### config.mk
export PLATFORM = sky130hd
export DESIGN_NAME = lsr_status_bank
export DESIGN_NICKNAME = d
export VERILOG_FILES = /design/src/rtl/lsr_pkg.sv /design/src/rtl/lsr_status_bank.sv
export SDC_FILE = /design/constraint.sdc
export NUM_CORES = 1
export LEC_CHECK = 0
export BUFFER_PORTS_ARGS = -buffer_cell sky130_fd_sc_hd__buf_2
export CAP_MARGIN = 25
export CELL_PAD_IN_SITES_DETAIL_PLACEMENT = 0
export CELL_PAD_IN_SITES_GLOBAL_PLACEMENT = 1
export CORE_ASPECT_RATIO = 1.25
export CORE_MARGIN = 4
export CORE_UTILIZATION = 41
export CTS_BUF_LIST = sky130_fd_sc_hd__clkbuf_2 sky130_fd_sc_hd__clkbuf_4 sky130_fd_sc_hd__clkbuf_8
export CTS_CLUSTER_DIAMETER = 50
export DETAILED_ROUTE_END_ITERATION = 8
export PLACE_DENSITY = 0.83
export SYNTH_ARGS = -nofsm -noshare
export SYNTH_HDL_FRONTEND = slang
export SYNTH_SLANG_ARGS = --single-unit
### constraint.sdc
create_clock -name clk -period 3.8 [get_ports clk]
set_input_delay 0.57 -clock clk [delete_from_list [all_inputs] [get_ports clk]]
set_output_delay 0.57 -clock clk [all_outputs]
set_load 0.1 [all_outputs]
### src/rtl/lsr_pkg.sv
// Package for the loop 0 status readback bank: map, fields, carriers
package lsr_pkg;

  // Bus widths
  localparam int ADDR_W = 16; // Avalon byte address width
  localparam int DATA_W = 32; // Avalon data width
  localparam int IDX_W = 12; // Register index width
  localparam int IDX_LSB = 2; // Byte address = index * 4

  // Register indices (byte address is four times the index)
  localparam logic [IDX_W-1:0] IDX_UPDATE = 12'h00F; // Register-update strobe
  localparam logic [IDX_W-1:0] IDX_LOCK = 12'hD20; // loop0_lock_flags
  localparam logic [IDX_W-1:0] IDX_STATE = 12'hD21; // loop0_state_flags
  localparam logic [IDX_W-1:0] IDX_LIMIT = 12'hD22; // loop0_limit_flags
  localparam logic [IDX_W-1:0] IDX_TW0 = 12'hD23; // holdover_word_byte0
  localparam logic [IDX_W-1:0] IDX_TW1 = 12'hD24; // holdover_word_byte1
  localparam logic [IDX_W-1:0] IDX_TW2 = 12'hD25; // holdover_word_byte2
  localparam logic [IDX_W-1:0] IDX_TW3 = 12'hD26; // holdover_word_byte3
  localparam logic [IDX_W-1:0] IDX_PBKT_LO = 12'hD27; // phase_bucket_low
  localparam logic [IDX_W-1:0] IDX_PBKT_HI = 12'hD28; // phase_bucket_high
  localparam logic [IDX_W-1:0] IDX_FBKT_LO = 12'hD29; // freq_bucket_low
  localparam logic [IDX_W-1:0] IDX_FBKT_HI = 12'hD2A; // freq_bucket_high
  localparam logic [IDX_W-1:0] IDX_IRQ_STAT = 12'hD2C; // Sticky event status, W1C
  localparam logic [IDX_W-1:0] IDX_IRQ_MASK = 12'hD2D; // Event mask, RW

  // Update command value
  localparam logic [7:0] UPDATE_CMD = 8'h01;

  // Lock register fields
  localparam int LOCK_CAL = 4; // Analog loop calibration running
  localparam int LOCK_ANA = 3; // Analog loop frequency lock
  localparam int LOCK_DFREQ = 2; // Digital loop frequency lock
  localparam int LOCK_DPHASE = 1; // Digital loop phase lock
  localparam int LOCK_ALL = 0; // All three loops locked

  // Loop-state register fields
  localparam int STATE_REF_LSB = 3; // Active reference, two bits
  localparam int STATE_SWITCH = 2; // Switching references
  localparam int STATE_HOLD = 1; // Holdover
  localparam int STATE_FREE = 0; // Free run

  // Limit-flags register fields
  localparam int LIM_DEMAP = 3; // Demapping controller clamped
  localparam int LIM_PSLEW = 2; // Phase slew limited
  localparam int LIM_FCLAMP = 1; // Frequency clamped
  localparam int LIM_HIST = 0; // Tuning word history available

  // Field widths
  localparam int TW_W = 30; // Holdover tuning word
  localparam int BKT_W = 12; // Lock detector bucket level

  // Event bits of the interrupt status and mask registers
  localparam int EV_N = 8;
  localparam int EV_HIST = 0; // History became available
  localparam int EV_HOLD = 1; // Entered holdover
  localparam int EV_FREE = 2; // Entered free run
  localparam int EV_SWITCH = 3; // Started reference switch
  localparam int EV_PLOSS = 4; // Lost digital phase lock
  localparam int EV_FLOSS = 5; // Lost digital frequency lock
  localparam int EV_CALEND = 6; // Analog calibration ended
  localparam int EV_ALLLOSS = 7; // All-locked dropped

  // Reset values
  localparam logic [EV_N-1:0] IRQ_MASK_RST = 8'h00;
  localparam logic [DATA_W-1:0] RDATA_RST = 32'h0000_0000;

  // Active reference encoding
  typedef enum logic [1:0] {
    REF_INPUT_A = 2'b00,
    REF_INPUT_B = 2'b01,
    REF_INPUT_C = 2'b10,
    REF_INPUT_D = 2'b11
  } lsr_ref_e;

  // Bus handshake phase, one-hot
  typedef enum logic [1:0] {
    PH_IDLE = 2'b01,
    PH_ACK = 2'b10
  } lsr_phase_e;

  // Status of loop 0 as the loop logic reports it
  typedef struct packed {
    logic calBusy; // Analog loop calibration running
    logic anaLock; // Analog loop frequency locked
    logic dFreqLock; // Digital loop frequency locked
    logic dPhaseLock; // Digital loop phase locked
    logic sysLock; // System clock loop locked
    lsr_ref_e activeRef; // Reference in use by digital loop
    logic switching; // Digital loop switching references
    logic holdover; // Digital loop in holdover
    logic freeRun; // Digital loop in free run
    logic demapClamp; // Demapping controller clamped
    logic phaseSlew; // Phase slew limited
    logic freqClamp; // Frequency clamped
    logic histValid; // Tuning word history available
    logic [TW_W-1:0] tuneWord; // Averaged holdover tuning word
    logic [BKT_W-1:0] phaseBkt; // Phase lock bucket level
    logic [BKT_W-1:0] freqBkt; // Frequency lock bucket level
  } lsr_status_s;

  // Whole state of the bank
  typedef struct packed {
    lsr_phase_e phase; // Bus handshake phase
    logic waitReq; // Avalon waitrequest
    logic [DATA_W-1:0] readData; // Avalon readdata
    logic irqOut; // Interrupt level
    logic [EV_N-1:0] irqStat; // Sticky events
    logic [EV_N-1:0] irqMask; // Event enables
    lsr_status_s snap; // Snapshot shown to software
    lsr_status_s prevLive; // Last cycle's live status
  } lsr_state_s;

endpackage

### src/rtl/lsr_status_bank.sv
// Loop 0 read-only status bank with Avalon-MM slave and event interrupt
//
// The Avalon-MM register port is this design's own decision.
`timescale 1ns/10ps
`default_nettype none

module lsr_status_bank (
  input wire logic clk, // 100 MHz clock
  input wire logic nrst, // Asynchronous reset, active low
  input wire logic [lsr_pkg::ADDR_W-1:0] avs_address, // Byte address
  input wire logic avs_read, // Read request
  input wire logic avs_write, // Write request
  input wire logic [lsr_pkg::DATA_W-1:0] avs_writedata, // Write data
  input wire logic [3:0] avs_byteenable, // Byte lanes
  output logic [lsr_pkg::DATA_W-1:0] avs_readdata, // Read data
  output logic avs_waitrequest, // Stall, low marks the answer
  output logic irq, // Level interrupt
  input wire lsr_pkg::lsr_status_s liveStatus // Loop status, same clock
);

  // Reset release synchroniser
  logic rstMeta_reg; // First stage, read only by second stage
  logic rstSync_reg; // Released reset used by the whole bank

  // State and its next value
  lsr_pkg::lsr_state_s st_reg;
  lsr_pkg::lsr_state_s st_next;

  // Decode helpers
  logic [lsr_pkg::IDX_W-1:0] idx; // Register index from address
  logic inRange; // Address bits above the index are clear
  logic [7:0] rdByte; // Byte presented by the addressed register
  logic [lsr_pkg::EV_N-1:0] evt; // Events seen this cycle
  logic [lsr_pkg::EV_N-1:0] clrBits; // W1C clear from software
  logic wrTake; // Write completes at this edge
  logic updHit; // Update strobe accepted at this edge
  logic allLockSnap; // Combined lock of the snapshot
  logic allLockLive; // Combined lock of live status
  logic allLockPrev; // Combined lock one cycle ago

  // Release reset through two flops so every flop leaves reset together
  always_ff @(posedge clk or negedge nrst) begin
    if (!nrst) begin
      rstMeta_reg <= 1'b0;
      rstSync_reg <= 1'b0;
    end else begin
      rstMeta_reg <= 1'b1;
      rstSync_reg <= rstMeta_reg;
    end
  end

  // Address split; low two bits ignored as the word is always aligned
  assign idx = avs_address[lsr_pkg::IDX_LSB +: lsr_pkg::IDX_W];
  assign inRange = (avs_address[lsr_pkg::ADDR_W-1:lsr_pkg::IDX_LSB+lsr_pkg::IDX_W] == 2'h0);

  // All-locked needs system, analog and digital loops together
  assign allLockSnap = st_reg.snap.sysLock & st_reg.snap.anaLock
    & st_reg.snap.dPhaseLock;
  assign allLockLive = liveStatus.sysLock & liveStatus.anaLock & liveStatus.dPhaseLock;
  assign allLockPrev = st_reg.prevLive.sysLock & st_reg.prevLive.anaLock
    & st_reg.prevLive.dPhaseLock;

  // Read decode; reserved bits and unmapped indices read as zero
  always_comb begin
    rdByte = 8'h00;
    if (!inRange) begin
      rdByte = 8'h00;
    end else if (idx == lsr_pkg::IDX_LOCK) begin
      rdByte[lsr_pkg::LOCK_CAL] = st_reg.snap.calBusy;
      rdByte[lsr_pkg::LOCK_ANA] = st_reg.snap.anaLock;
      rdByte[lsr_pkg::LOCK_DFREQ] = st_reg.snap.dFreqLock;
      rdByte[lsr_pkg::LOCK_DPHASE] = st_reg.snap.dPhaseLock;
      rdByte[lsr_pkg::LOCK_ALL] = allLockSnap;
    end else if (idx == lsr_pkg::IDX_STATE) begin
      rdByte[lsr_pkg::STATE_REF_LSB +: 2] = st_reg.snap.activeRef;
      rdByte[lsr_pkg::STATE_SWITCH] = st_reg.snap.switching;
      rdByte[lsr_pkg::STATE_HOLD] = st_reg.snap.holdover;
      rdByte[lsr_pkg::STATE_FREE] = st_reg.snap.freeRun;
    end else if (idx == lsr_pkg::IDX_LIMIT) begin
      rdByte[lsr_pkg::LIM_DEMAP] = st_reg.snap.demapClamp;
      rdByte[lsr_pkg::LIM_PSLEW] = st_reg.snap.phaseSlew;
      rdByte[lsr_pkg::LIM_FCLAMP] = st_reg.snap.freqClamp;
      rdByte[lsr_pkg::LIM_HIST] = st_reg.snap.histValid;
    end else if (idx == lsr_pkg::IDX_TW0) begin
      // Averaged word only; no instantaneous path exists
      rdByte = st_reg.snap.tuneWord[7:0];
    end else if (idx == lsr_pkg::IDX_TW1) begin
      rdByte = st_reg.snap.tuneWord[15:8];
    end else if (idx == lsr_pkg::IDX_TW2) begin
      rdByte = st_reg.snap.tuneWord[23:16];
    end else if (idx == lsr_pkg::IDX_TW3) begin
      rdByte = {2'h0, st_reg.snap.tuneWord[29:24]};
    end else if (idx == lsr_pkg::IDX_PBKT_LO) begin
      rdByte = st_reg.snap.phaseBkt[7:0];
    end else if (idx == lsr_pkg::IDX_PBKT_HI) begin
      rdByte = {4'h0, st_reg.snap.phaseBkt[11:8]};
    end else if (idx == lsr_pkg::IDX_FBKT_LO) begin
      rdByte = st_reg.snap.freqBkt[7:0];
    end else if (idx == lsr_pkg::IDX_FBKT_HI) begin
      rdByte = {4'h0, st_reg.snap.freqBkt[11:8]};
    end else if (idx == lsr_pkg::IDX_IRQ_STAT) begin
      rdByte = st_reg.irqStat;
    end else if (idx == lsr_pkg::IDX_IRQ_MASK) begin
      rdByte = st_reg.irqMask;
    end else begin
      rdByte = 8'h00;
    end
  end

  // Write qualification: only the acknowledge cycle commits
  assign wrTake = (st_reg.phase == lsr_pkg::PH_ACK) && avs_write && inRange;
  assign updHit = wrTake && (idx == lsr_pkg::IDX_UPDATE) && avs_byteenable[0]
    && (avs_writedata[7:0] == lsr_pkg::UPDATE_CMD);
  assign clrBits = (wrTake && (idx == lsr_pkg::IDX_IRQ_STAT) && avs_byteenable[0])
    ? avs_writedata[lsr_pkg::EV_N-1:0] : 8'h00;

  // Event edges from live status; snapshot timing does not hide them
  always_comb begin
    evt = 8'h00;
    evt[lsr_pkg::EV_HIST] = liveStatus.histValid & ~st_reg.prevLive.histValid;
    evt[lsr_pkg::EV_HOLD] = liveStatus.holdover & ~st_reg.prevLive.holdover;
    evt[lsr_pkg::EV_FREE] = liveStatus.freeRun & ~st_reg.prevLive.freeRun;
    evt[lsr_pkg::EV_SWITCH] = liveStatus.switching & ~st_reg.prevLive.switching;
    evt[lsr_pkg::EV_PLOSS] = ~liveStatus.dPhaseLock & st_reg.prevLive.dPhaseLock;
    evt[lsr_pkg::EV_FLOSS] = ~liveStatus.dFreqLock & st_reg.prevLive.dFreqLock;
    evt[lsr_pkg::EV_CALEND] = ~liveStatus.calBusy & st_reg.prevLive.calBusy;
    evt[lsr_pkg::EV_ALLLOSS] = ~allLockLive & allLockPrev;
  end

  // Next-state logic: handshake, snapshot, events and interrupt
  always_comb begin
    st_next = st_reg;
    st_next.prevLive = liveStatus;
    case (st_reg.phase)
      lsr_pkg::PH_IDLE: begin
        // Take the request; answer one cycle later
        if (avs_read || avs_write) begin
          st_next.phase = lsr_pkg::PH_ACK;
          st_next.waitReq = 1'b0;
          st_next.readData = avs_read ? {24'h00_0000, rdByte} : lsr_pkg::RDATA_RST;
        end
      end
      lsr_pkg::PH_ACK: begin
        // Master samples waitrequest low here and drops the request
        st_next.phase = lsr_pkg::PH_IDLE;
        st_next.waitReq = 1'b1;
        // Status registers ignore writes; update and mask act here, the W1C status clear below
        if (updHit) begin
          st_next.snap = liveStatus;
        end
        if (wrTake && (idx == lsr_pkg::IDX_IRQ_MASK) && avs_byteenable[0]) begin
          st_next.irqMask = avs_writedata[lsr_pkg::EV_N-1:0];
        end
      end
      default: begin
        st_next.phase = lsr_pkg::PH_IDLE;
        st_next.waitReq = 1'b1;
      end
    endcase
    // A new event beats a clear in the same cycle
    st_next.irqStat = (st_reg.irqStat & ~clrBits) | evt;
    st_next.irqOut = |(st_next.irqStat & st_next.irqMask);
  end

  // State register
  always_ff @(posedge clk or negedge rstSync_reg) begin
    if (!rstSync_reg) begin
      st_reg <= '0;
      st_reg.phase <= lsr_pkg::PH_IDLE;
      st_reg.waitReq <= 1'b1;
      st_reg.irqMask <= lsr_pkg::IRQ_MASK_RST;
    end else begin
      st_reg <= st_next;
    end
  end

  // Outputs straight from flops
  assign avs_readdata = st_reg.readData;
  assign avs_waitrequest = st_reg.waitReq;
  assign irq = st_reg.irqOut;

  // Read launched in the idle phase
  logic rdStart;
  assign rdStart = (st_reg.phase == lsr_pkg::PH_IDLE) && avs_read && inRange;
endmodule

`default_nettype wire

==> metrics.txt, run 1 <==
Avg WL per Cell=19.04 microns; first-pass GRT wire length=21430 microns; Sum Neg Setup Slack=0 ns; max FFs per register=95; outcome=complete, no violations; area delta synth->final=14.75%; I/O pin total=158; Final Max Tran Viols=0; number of cells produced by synthesis=452; Max Fclk=332.7 MHz; DRT iter0 DRCs=231; H-tree Lvls=3; CP Data Required Time=between 4 and 5 ns; via count=around 3.9k; WS Path Type=in2reg; Die Height=around 130 microns; Layout Nets=669; FP Rows=45; Hold WS=0.3227 ns; insertion delay to the later sink of the worst-skew pair=0.38 ns; DRT Pass-1 Iters=5; worst-margin pin slew=0.8450 ns; Overall Power=2.152 mW; Worst R2R Start=st_reg[186]; fin crit period=3.006 ns; Setup crit start=avs_address[4]; Post-synth EDFFs=0; Design Area, Final=5958 sq um; end of the critical path=irq; I/O Buffers=104; drt drc=0; LEAKAGE=between 2 and 3 nW; largest net degree at the start of global routing=71; RSZ-0062 raised after global routing=no; pwr dens=361.2 nW/um^2; Synth Warn #=0; placed cell areas=5762 sq um; overall routed net length=13590 microns; worst reg-to-reg path cell count=6; post-DP HPWL=10540 microns; Synth Area per Inst=approximately 11 sq um; total core area=12270 sq um; vias in the first global route=around 4.0k; worst hold stages=1; via/cell ratio=between 5 and 6; Final Wtd Congestion=~0.9; Starting Density=0.4230; HP Class=in2reg; # Post-CTS Setup Buffers=0; VDD IR max=0.2150 mV; crit path capture type=flip-flop; register area share after synthesis=0.5111; CP startpoint kind=input pin; clock skew=0.007656 ns; root buf cell=clkbuf_8; Reg2Reg Setup Slack=1.05 ns; Hold Fails Final Rpt=0; CTS sink cnt=106; ys async rst share=1.000; CTS resizes=0; Synth Cell Area=5192 sq um; max-cap viol count=0; total CTS buffers=9; n_diodes=0; Die Wd=approximately 110 microns; worst setup margin=0.7942 ns; placed cell count=between 600 and 700; initial antenna violation count=0; relative max-transition margin=0.4323; Worst Path Arrival=3.26 ns; Most used DFF post-synth=dfrtp_1; most frequent cells in the layout=104 x dfrtp_1, 104 x buf_2, 71 x mux2_2; layout cells sized above 1=0.3818; GRT overflow=0; Netlist cell types=54; register bit count reported by yosys=106; Die Area=around 15000 sq um; Place WS=0.4088 ns; Finish-stage setup viols=0; Max Fanout on Critical Path=20; GRT Total Usage=0.1926; Final Instance Count excl. Fillers=714; crit share post-route=0.7910; Post-CTS Hold Buffers=1; Antenna Nets Post-Route=0; clk buf depth=2; Final Util=0.4854; CTS clk-pin slew, worst paths=0.10 ns; CTS tree=built; r2r endpoint=irq
critical path: stages:
cell     delay [ns]
buf_2          0.29
nand2_1        0.19
or4_4          0.58
or3_1          0.54
mux2_4         0.36
a22o_1         0.24
or4_1          0.49
per-layer routing:
layer | global-route usage | vias up | routed length (microns)
li1 | - | 1806 | -
met1 | 0.2459 | 1920 | 5748
met2 | 0.3220 | 129 | 6773
met3 | 0.03948 | 22 | 744
met4 | 0.06947 | 0 | 325
met5 | 0 | - | 0
where the power goes:
| group | internal [mW] | switching (mW) |
|---|---|---|
| Combinational | 0.0751 | 0.255 |
| Sequential | 1.15 | 0.0198 |
| Clock | 0.251 | 0.404 |
kinds of logic after synthesis:
group | share of synthesized area
AO/OA/AOI/OAI | 0.1275
buffers and inverters | 0.07325
flip-flops | 0.5111
multiplexers | 0.1761
other | 0.001446
AND/OR/NAND/NOR | 0.1106
cell usage after synthesis (3+ instances only):
cell type	number	share of area
nand2b_1	8	0.0096
nor2b_1	12	0.014
dfrtp_1	105	0.51
inv_1	11	0.0080
o21ai_0	16	0.015
buf_4	32	0.046
a31oi_1	6	0.0072
a32oi_1	4	0.0067
nor2_1	10	0.0072
o22ai_1	6	0.0072
o2bb2ai_1	3	0.0051
a22o_1	15	0.025
nor4_1	4	0.0048
a22oi_1	11	0.016
mux2_2	71	0.15
nand2_1	18	0.013
o32ai_1	3	0.0051
a21oi_1	7	0.0067
nand3_1	21	0.020
or3_1	3	0.0036
nor3_1	11	0.011
a211oi_1	3	0.0043
nand4_1	5	0.0060
clkbuf_1	21	0.015
mux2i_1	7	0.013
mux2_4	3	0.0087
how the worst min path moves through the flow:
| stage | from | endpoint | slack [ns] |
|---|---|---|---|
| after floorplan | nrst | rstMeta_reg | 0.27 |
| after global placement | rstMeta_reg | rstSync_reg | 0.34 |
| after detailed placement | rstMeta_reg | rstSync_reg | 0.34 |
| after CTS | liveStatus[63] | st_reg[63] | 0.30 |
| after global routing | liveStatus[63] | st_reg[63] | 0.31 |
| final | liveStatus[63] | st_reg[63] | 0.32 |
layout make-up:
| cell class | instances | area (sq um) |
|---|---|---|
| tap | 164 | 205.2 |
| timing repair buffer | 115 | 618.1 |
| inverter | 11 | 41.29 |
| clock buffer | 9 | 123.9 |
| fill | 1158 | 6316 |
| multi-input combinational | 302 | 2250 |
| sequential | 106 | 2658 |
| clock inverter | 7 | 62.56 |
Note: power is estimated with default switching activity, not from simulation.
==> inputs of run 2 (changes only) <==
- ABC_AREA: not set -> 1
- CORE_UTILIZATION: 41 -> 35
- PLACE_DENSITY: 0.83 -> 0.8
- clock period: 3.8 -> 2.55 ns (I/O delays scaled with it)
==> metrics.txt, run 2 <==
outcome=complete, no violations (unchanged); CP Data Required Time=2.80 ns (was 4.06 ns); total CTS buffers=9 (unchanged); worst-margin pin slew=0.6620 ns (was 0.8450 ns); Sum Neg Setup Slack=0 ns (unchanged); pwr dens=520.3 nW/um^2 (was 361.2 nW/um^2); Hold Fails Final Rpt=0 (unchanged); CP startpoint kind=flip-flop (was input pin); vias in the first global route=4519 (was 4023); Synth Warn #=0 (unchanged); register area share after synthesis=0.4952 (was 0.5111); drt drc=0 (unchanged); post-DP HPWL=10840 microns (was 10540 microns); I/O pin total=158 (unchanged); top cells by area, synth=dfrtp_1 49%, nand2_1 14%, inv_1 8.6% (was dfrtp_1 51%, mux2_2 15%, buf_4 4.6%); HP Class=in2reg (unchanged); # Post-CTS Setup Buffers=0 (unchanged); Hold WS=0.1134 ns (was 0.3227 ns); Max Fanout on Critical Path=69 (was 20); top cell type's share of synthesized area=0.4903 (was 0.5060); Netlist cell types=28 (was 54); FP Rows=50 (was 45); WS Path Type=reg2reg (was in2reg); largest net degree at the start of global routing=70 (was 71); RSZ-0062 raised after global routing=no (unchanged); Die Height=146.3 microns (was 133.8 microns); via count=4514 (was 3877); top-count cell post-synth=nand2_1 (was dfrtp_1); GRT Total Usage=0.1618 (was 0.1926); most common cell after layout, fill and taps aside=nand2_1; DRT iter0 DRCs=249 (was 231); Max Fclk=~500 MHz; clock skew=0.01351 ns (was 0.007656 ns); layout cells sized above 1=0.1771 (was 0.3818); Layout Nets=921 (was 669); crit path capture type=flip-flop (unchanged); Final Wtd Congestion=0.8821 (was 0.8977); number of cells produced by synthesis=699 (was 452); Post-synth EDFFs=0 (unchanged); Worst Path Arrival=2.26 ns (was 3.26 ns); top cells by count, synth=194 x nand2_1, 123 x inv_1, 105 x dfrtp_1 (was 105 x dfrtp_1, 71 x mux2_2, 32 x buf_4); insertion delay to the later sink of the worst-skew pair=0.38 ns (about the same); LEAKAGE=3.311 nW (was 2.894 nW); Synth Cell Area=5359 sq um (was 5192 sq um); Finish-stage setup viols=0 (unchanged); fin crit period=2.004 ns; max-cap viol count=0 (unchanged); register bit count reported by yosys=106 (unchanged); Starting Density=0.3569 (was 0.4230); DRT Pass-1 Iters=4 (was 5); Die Wd=118.7 microns (was 108.7 microns); H-tree Lvls=3 (unchanged); initial antenna violation count=1 (was 0); Final Max Tran Viols=0 (unchanged); Synth area leader=dfrtp_1 (unchanged); overall routed net length=13800 microns (was 13590 microns); CTS tree=built (unchanged); ys async rst share=1.000 (unchanged); CTS clk-pin slew, worst paths=0.10 ns (about the same); area delta synth->final=14.78% (was 14.75%); I/O Buffers=104 (unchanged); Antenna Nets Post-Route=0 (unchanged); GRT overflow=0 (unchanged); most frequent cells in the layout=194 x nand2_1, 123 x inv_1, 104 x dfrtp_1, 104 x buf_2, 59 x o21ai_0 (was 104 x dfrtp_1, 104 x buf_2, 71 x mux2_2); VDD IR max=0.2068 mV (was 0.2150 mV); Synth Area per Inst=7.667 sq um (was 11.49 sq um); clk buf depth=2 (unchanged); CTS sink cnt=106 (unchanged); Filler cells=1612 (was 1158); via/cell ratio=4.583 (was 5.430); root buf cell=clkbuf_8 (unchanged); Final Util=0.4097 (was 0.4854); Avg WL per Cell=14.01 microns (was 19.04 microns); max FFs per register=95 (unchanged); crit share post-route=0.7857; first-pass GRT wire length=22440 microns (was 21430 microns); Die Area=17370 sq um (was 14540 sq um); relative max-transition margin=0.5587 (was 0.4323); total core area=15010 sq um (was 12270 sq um); Most used DFF post-synth=dfrtp_1 (unchanged)
==> run 2: cell count changes after synthesis, moves of 27 or more <==
cell / delta
o21ai_1: +41
nor2_1: +27
nand2_1: +176
inv_1: +112
o21ai_0: +43
mux2_2: -71
==> run 2: where the power goes <==
part / total (mW) / switching, mW / internal, mW
clock network: 1.03 / 0.580 / 0.447
logic: 0.442 / 0.352 / 0.0905
registers: 1.73 / 0.0234 / 1.71
==> run 2: path summary, 6_finish.rpt <==
check                                    start  slack [ns]  cells past startpoint          end
min in group asynchronous                 nrst        0.30                      2  rstSync_reg
worst max-delay path               st_reg[186]        0.55                      6   st_reg[77]
max in group asynchronous          rstSync_reg        1.47                      1  st_reg[186]
worst min register to register     rstSync_reg        0.36                      0  st_reg[136]
worst max register to register     st_reg[186]        0.55                      6   st_reg[77]
worst min-delay path            liveStatus[59]        0.11                      1   st_reg[59]
==> run 2: metrics by stage <==
step	setup WS [ns]	instance area [sq um]	instances	total power [mW]
2_1_floorplan	0.5975	5446	722	2.100
3_3_place_gp	0.3028	5943	967	2.208
3_5_place_dp	0.2579	5943	967	2.211
4_1_cts	0.5204	6148	984	3.227
5_1_grt	0.3767	6151	985	3.346
6_report	0.5465	6151	985	3.200
==> run 2: critical path, stage by stage (launching register included) <==
cell and delay, ns:
dfstp_2 0.38, nor2_1 0.16, nand3_1 0.18, or4_4 0.71, buf_12 0.25, nand2_1 0.08
o21ai_0 0.08
==> run 2: layer usage <==
| metal | share of wire | GRT usage | up-vias |
|---|---|---|---|
| met5 | 0 | 0 | - |
| met4 | 0.018 | 0.05739 | 0 |
| met3 | 0.048 | 0.02790 | 17 |
| met2 | 0.49 | 0.2760 | 119 |
| met1 | 0.45 | 0.2066 | 2052 |
| li1 | - | - | 2326 |
==> run 2: what timing repair did <==
action	in CTS	in global routing
hold buffers	1	0
gates resized for setup	0	0
hold endpoints to repair	2	0
endpoints found under the setup margin	0	0
==> run 2: area by class of cell <==
| cell class | count | area, sq um | share of cell area |
|---|---|---|---|
| Sequential cell | 106 | 2658 | 0.4321 |
| Multi-Input combinational cell | 439 | 1952 | 0.3173 |
| Timing Repair Buffer | 115 | 643.1 | 0.1046 |
| Inverter | 126 | 473.0 | 0.07689 |
| Tap cell | 182 | 227.7 | 0.03702 |
| Clock buffer | 13 | 172.7 | 0.02807 |
| Clock inverter | 3 | 22.52 | 0.003662 |
| Antenna cell | 1 | 2.502 | 0.0004068 |
==> run 2: logic make-up (layout without fill, tap and decap cells) <==
| family | Yosys count | after routing | share of synthesized area |
|---|---|---|---|
| buffers and inverters | 177 | 257 | 0.1574 |
| AOI/OAI and AO/OA | 129 | 129 | 0.1247 |
| DFF | 106 | 106 | 0.4952 |
| other | 2 | 26 | 0.001401 |
| and+or+nand+nor | 285 | 285 | 0.2213 |
==> inputs of run 3 (changes only) <==
- ABC_AREA: 1 -> 0
- CORE_UTILIZATION: 35 -> 37
- PLACE_DENSITY: 0.8 -> 0.79
- clock period: 2.55 -> 1.64 ns (I/O delays scaled with it)
==> metrics.txt, run 3 (synthesized netlist as in run 1, its figures left out) <==
via/cell ratio=5.432 (was 4.583); clk buf depth=2 (unchanged); pwr dens=737.1 nW/um^2 (was 520.3 nW/um^2); area delta synth->final=42.99% (was 14.78%); met3 usage=0.03717 (was 0.02790); Final Wtd Congestion=0.9101 (was 0.8821); n_diodes=0 (was 1); largest net degree at the start of global routing=105 (was 70); CP Data Required Time=1.89 ns (was 2.80 ns); total core area=13810 sq um (was 15010 sq um); GRT overflow=0 (unchanged); Overall Power=5.473 mW (was 3.200 mW); GRT Total Usage=0.2111 (was 0.1618); P_sw=1.624 mW (was 0.9555 mW); highest cell delay on the worst timing path=0.51 ns (was 0.71 ns); Filler cells=1180 (was 1612); overall routed net length=17060 microns (was 13800 microns); crit path capture type=flip-flop (unchanged); FF/Latch Area=2661 sq um (was 2658 sq um); root buf cell=clkbuf_8 (unchanged); Die Height=140.4 microns (was 146.3 microns); CP delay by family, top=simple AND/OR/NAND/NOR gates (unchanged); WP buf/inv=0 (was 1); Place WS=-1.226 ns (was 0.2579 ns); I/O Buffers=104 (unchanged); most common cell after layout, fill and taps aside=dfrtp_1 (was nand2_1); area used by multi-input combinational logic=2668 sq um (was 1952 sq um); LEAKAGE=3.584 nW (was 3.311 nW); relative max-transition margin=0.6191 (was 0.5587); via count=4454 (was 4514); DRT iter0 DRCs=323 (was 249); internal power=3.848 mW (was 2.245 mW); switching share of power=0.2968 (was 0.2986); failing checks=negative setup slack; Starting Density=0.3759 (was 0.3569); I/O pin total=158 (unchanged); CP startpoint kind=flip-flop (unchanged); initial antenna violation count=0 (was 1); vias in the first global route=4834 (was 4519); max FFs per register=95 (unchanged); met2 Resource Use GR=0.3581 (was 0.2760); CTS sink cnt=106 (unchanged); Hold WS=0.02165 ns (was 0.1134 ns); Final Util=0.5375 (was 0.4097); fin crit period=2.631 ns (was 2.004 ns); H-tree Lvls=3 (unchanged); Max Fclk=380.0 MHz (was 499.1 MHz); Antenna Nets Post-Route=0 (unchanged); post-DP HPWL=12020 microns (was 10840 microns); CP max-delay cell=or4_1 (was or4_4); layout cells sized above 1=0.5178 (was 0.1771); Design Area, Final=7425 sq um (was 6151 sq um); insertion delay to the later sink of the worst-skew pair=0.38 ns (about the same); worst path cell trace=nand2b_4 -> or4_4 -> or3_4 -> mux2_2 -> a22o_1 -> or4_1 (was nor2_1 -> nand3_1 -> or4_4 -> buf_12 -> nand2_1 -> o21ai_0); global route hottest layer=met2 (unchanged); Final Max Tran Viols=0 (unchanged); outcome=finished with violations (was complete, no violations); worst setup margin=-0.9914 ns (was 0.5465 ns); worst-margin pin slew=0.5713 ns (was 0.6620 ns); most frequent cells in the layout=104 x dfrtp_1, 101 x buf_2, 72 x buf_4 (was 194 x nand2_1, 123 x inv_1, 104 x dfrtp_1, 104 x buf_2, 59 x o21ai_0); Finish-stage setup viols=94 (was 0); drt drc=0 (unchanged); RSZ-0062 raised after global routing=yes (was no); WS Path Type=reg2reg (unchanged); Max Fanout on Critical Path=8 (was 69); Avg WL per Cell=20.80 microns (was 14.01 microns); total CTS buffers=9 (unchanged); crit share post-route=1.605 (was 0.7857); CTS tree=built (unchanged); met1 usage=0.2618 (was 0.2066); first-pass GRT wire length=26050 microns (was 22440 microns); max-cap viol count=0 (unchanged); Hold Fails Final Rpt=0 (unchanged); VDD IR max=0.4630 mV (was 0.2068 mV); Worst Path Arrival=2.89 ns (was 2.26 ns); Die Wd=114.0 microns (was 118.7 microns); placed cell areas=6396 sq um (was 5943 sq um); combinational share of power=0.224 (was 0.138); CTS clk-pin slew, worst paths=0.09 ns (was 0.10 ns); Layout Nets=764 (was 921); DRT Pass-1 Iters=5 (was 4); sequential fraction of design power=0.492 (was 0.541); Die Area=16000 sq um (was 17370 sq um); HP Class=in2reg (unchanged); Clock power frac=0.284 (was 0.321); clock skew=0.008814 ns (was 0.01351 ns); FP Rows=48 (was 50)
[run 3: cell types whose count changed in the layout (fill, tap and decap cells not counted), moves of 9 or more]
cell	previous run	this run
a21oi_1	23	5
buf_6	0	14
mux2_4	0	69
inv_1	123	11
nand4_1	15	5
o21ai_1	41	5
buf_4	7	72
nor2_1	37	6
nand2_1	194	15
a22o_1	0	15
nor2b_1	0	11
o21ai_0	59	10
a22oi_1	0	9
[run 3: layout make-up]
class / instances / area share
multi-input cells: 302 / 0.3593
repair buffers: 210 / 0.2221
flip-flops and latches: 106 / 0.3584
clock inverters: 2 / 0.001685
clock buffers: 14 / 0.02342
inverters: 11 / 0.005561
well taps: 175 / 0.02949
[run 3: power by group through the flow]
stage | Combinational, mW | Clock [mW] | Sequential (mW)
final | 1.23 | 1.55 | 2.69
after global routing | 1.29 | 1.70 | 2.70
after CTS | 1.12 | 1.58 | 2.69
after detailed placement | 1.04 | 0 | 2.74
after global placement | 1.04 | 0 | 2.74
after floorplan | 0.485 | 0 | 2.88
[run 3: path summary, 6_finish.rpt]
kind | slack [ns] | cells past startpoint | start | end
max | -0.99 | 6 | st_reg[186] | irq
min | 0.02 | 1 | liveStatus[67] | st_reg[67]
max reg2reg | -0.99 | 6 | st_reg[186] | irq
min reg2reg | 0.37 | 1 | rstSync_reg | st_reg[131]
max in group asynchronous | 0.80 | 1 | rstSync_reg | st_reg[112]
min in group asynchronous | 0.17 | 2 | nrst | rstSync_reg
[run 3: through the flow]
| stage | TNS (ns) | instances |
|---|---|---|
| floorplan | -57.76 | 475 |
| CTS | -57.47 | 814 |
| global route | -66.98 | 820 |
| global placement | -49.04 | 775 |
| finish | -63.56 | 820 |
| detailed placement | -50.99 | 775 |
[run 3: repair_timing]
action | in CTS | in global routing
hold buffers | 4 | 0
buffers inserted | 13 | 9
hold endpoints to repair | 5 | 0
endpoints found under the setup margin | 86 | 93
cloned | 6 | 2
gates resized for setup | 101 | 36
pin swaps | 6 | 11
[run 3: metal layers]
layer,vias up,part of all wire
met4,0,0.038
met2,165,0.50
li1,2000,-
met1,2253,0.41
met3,36,0.051
met5,-,0
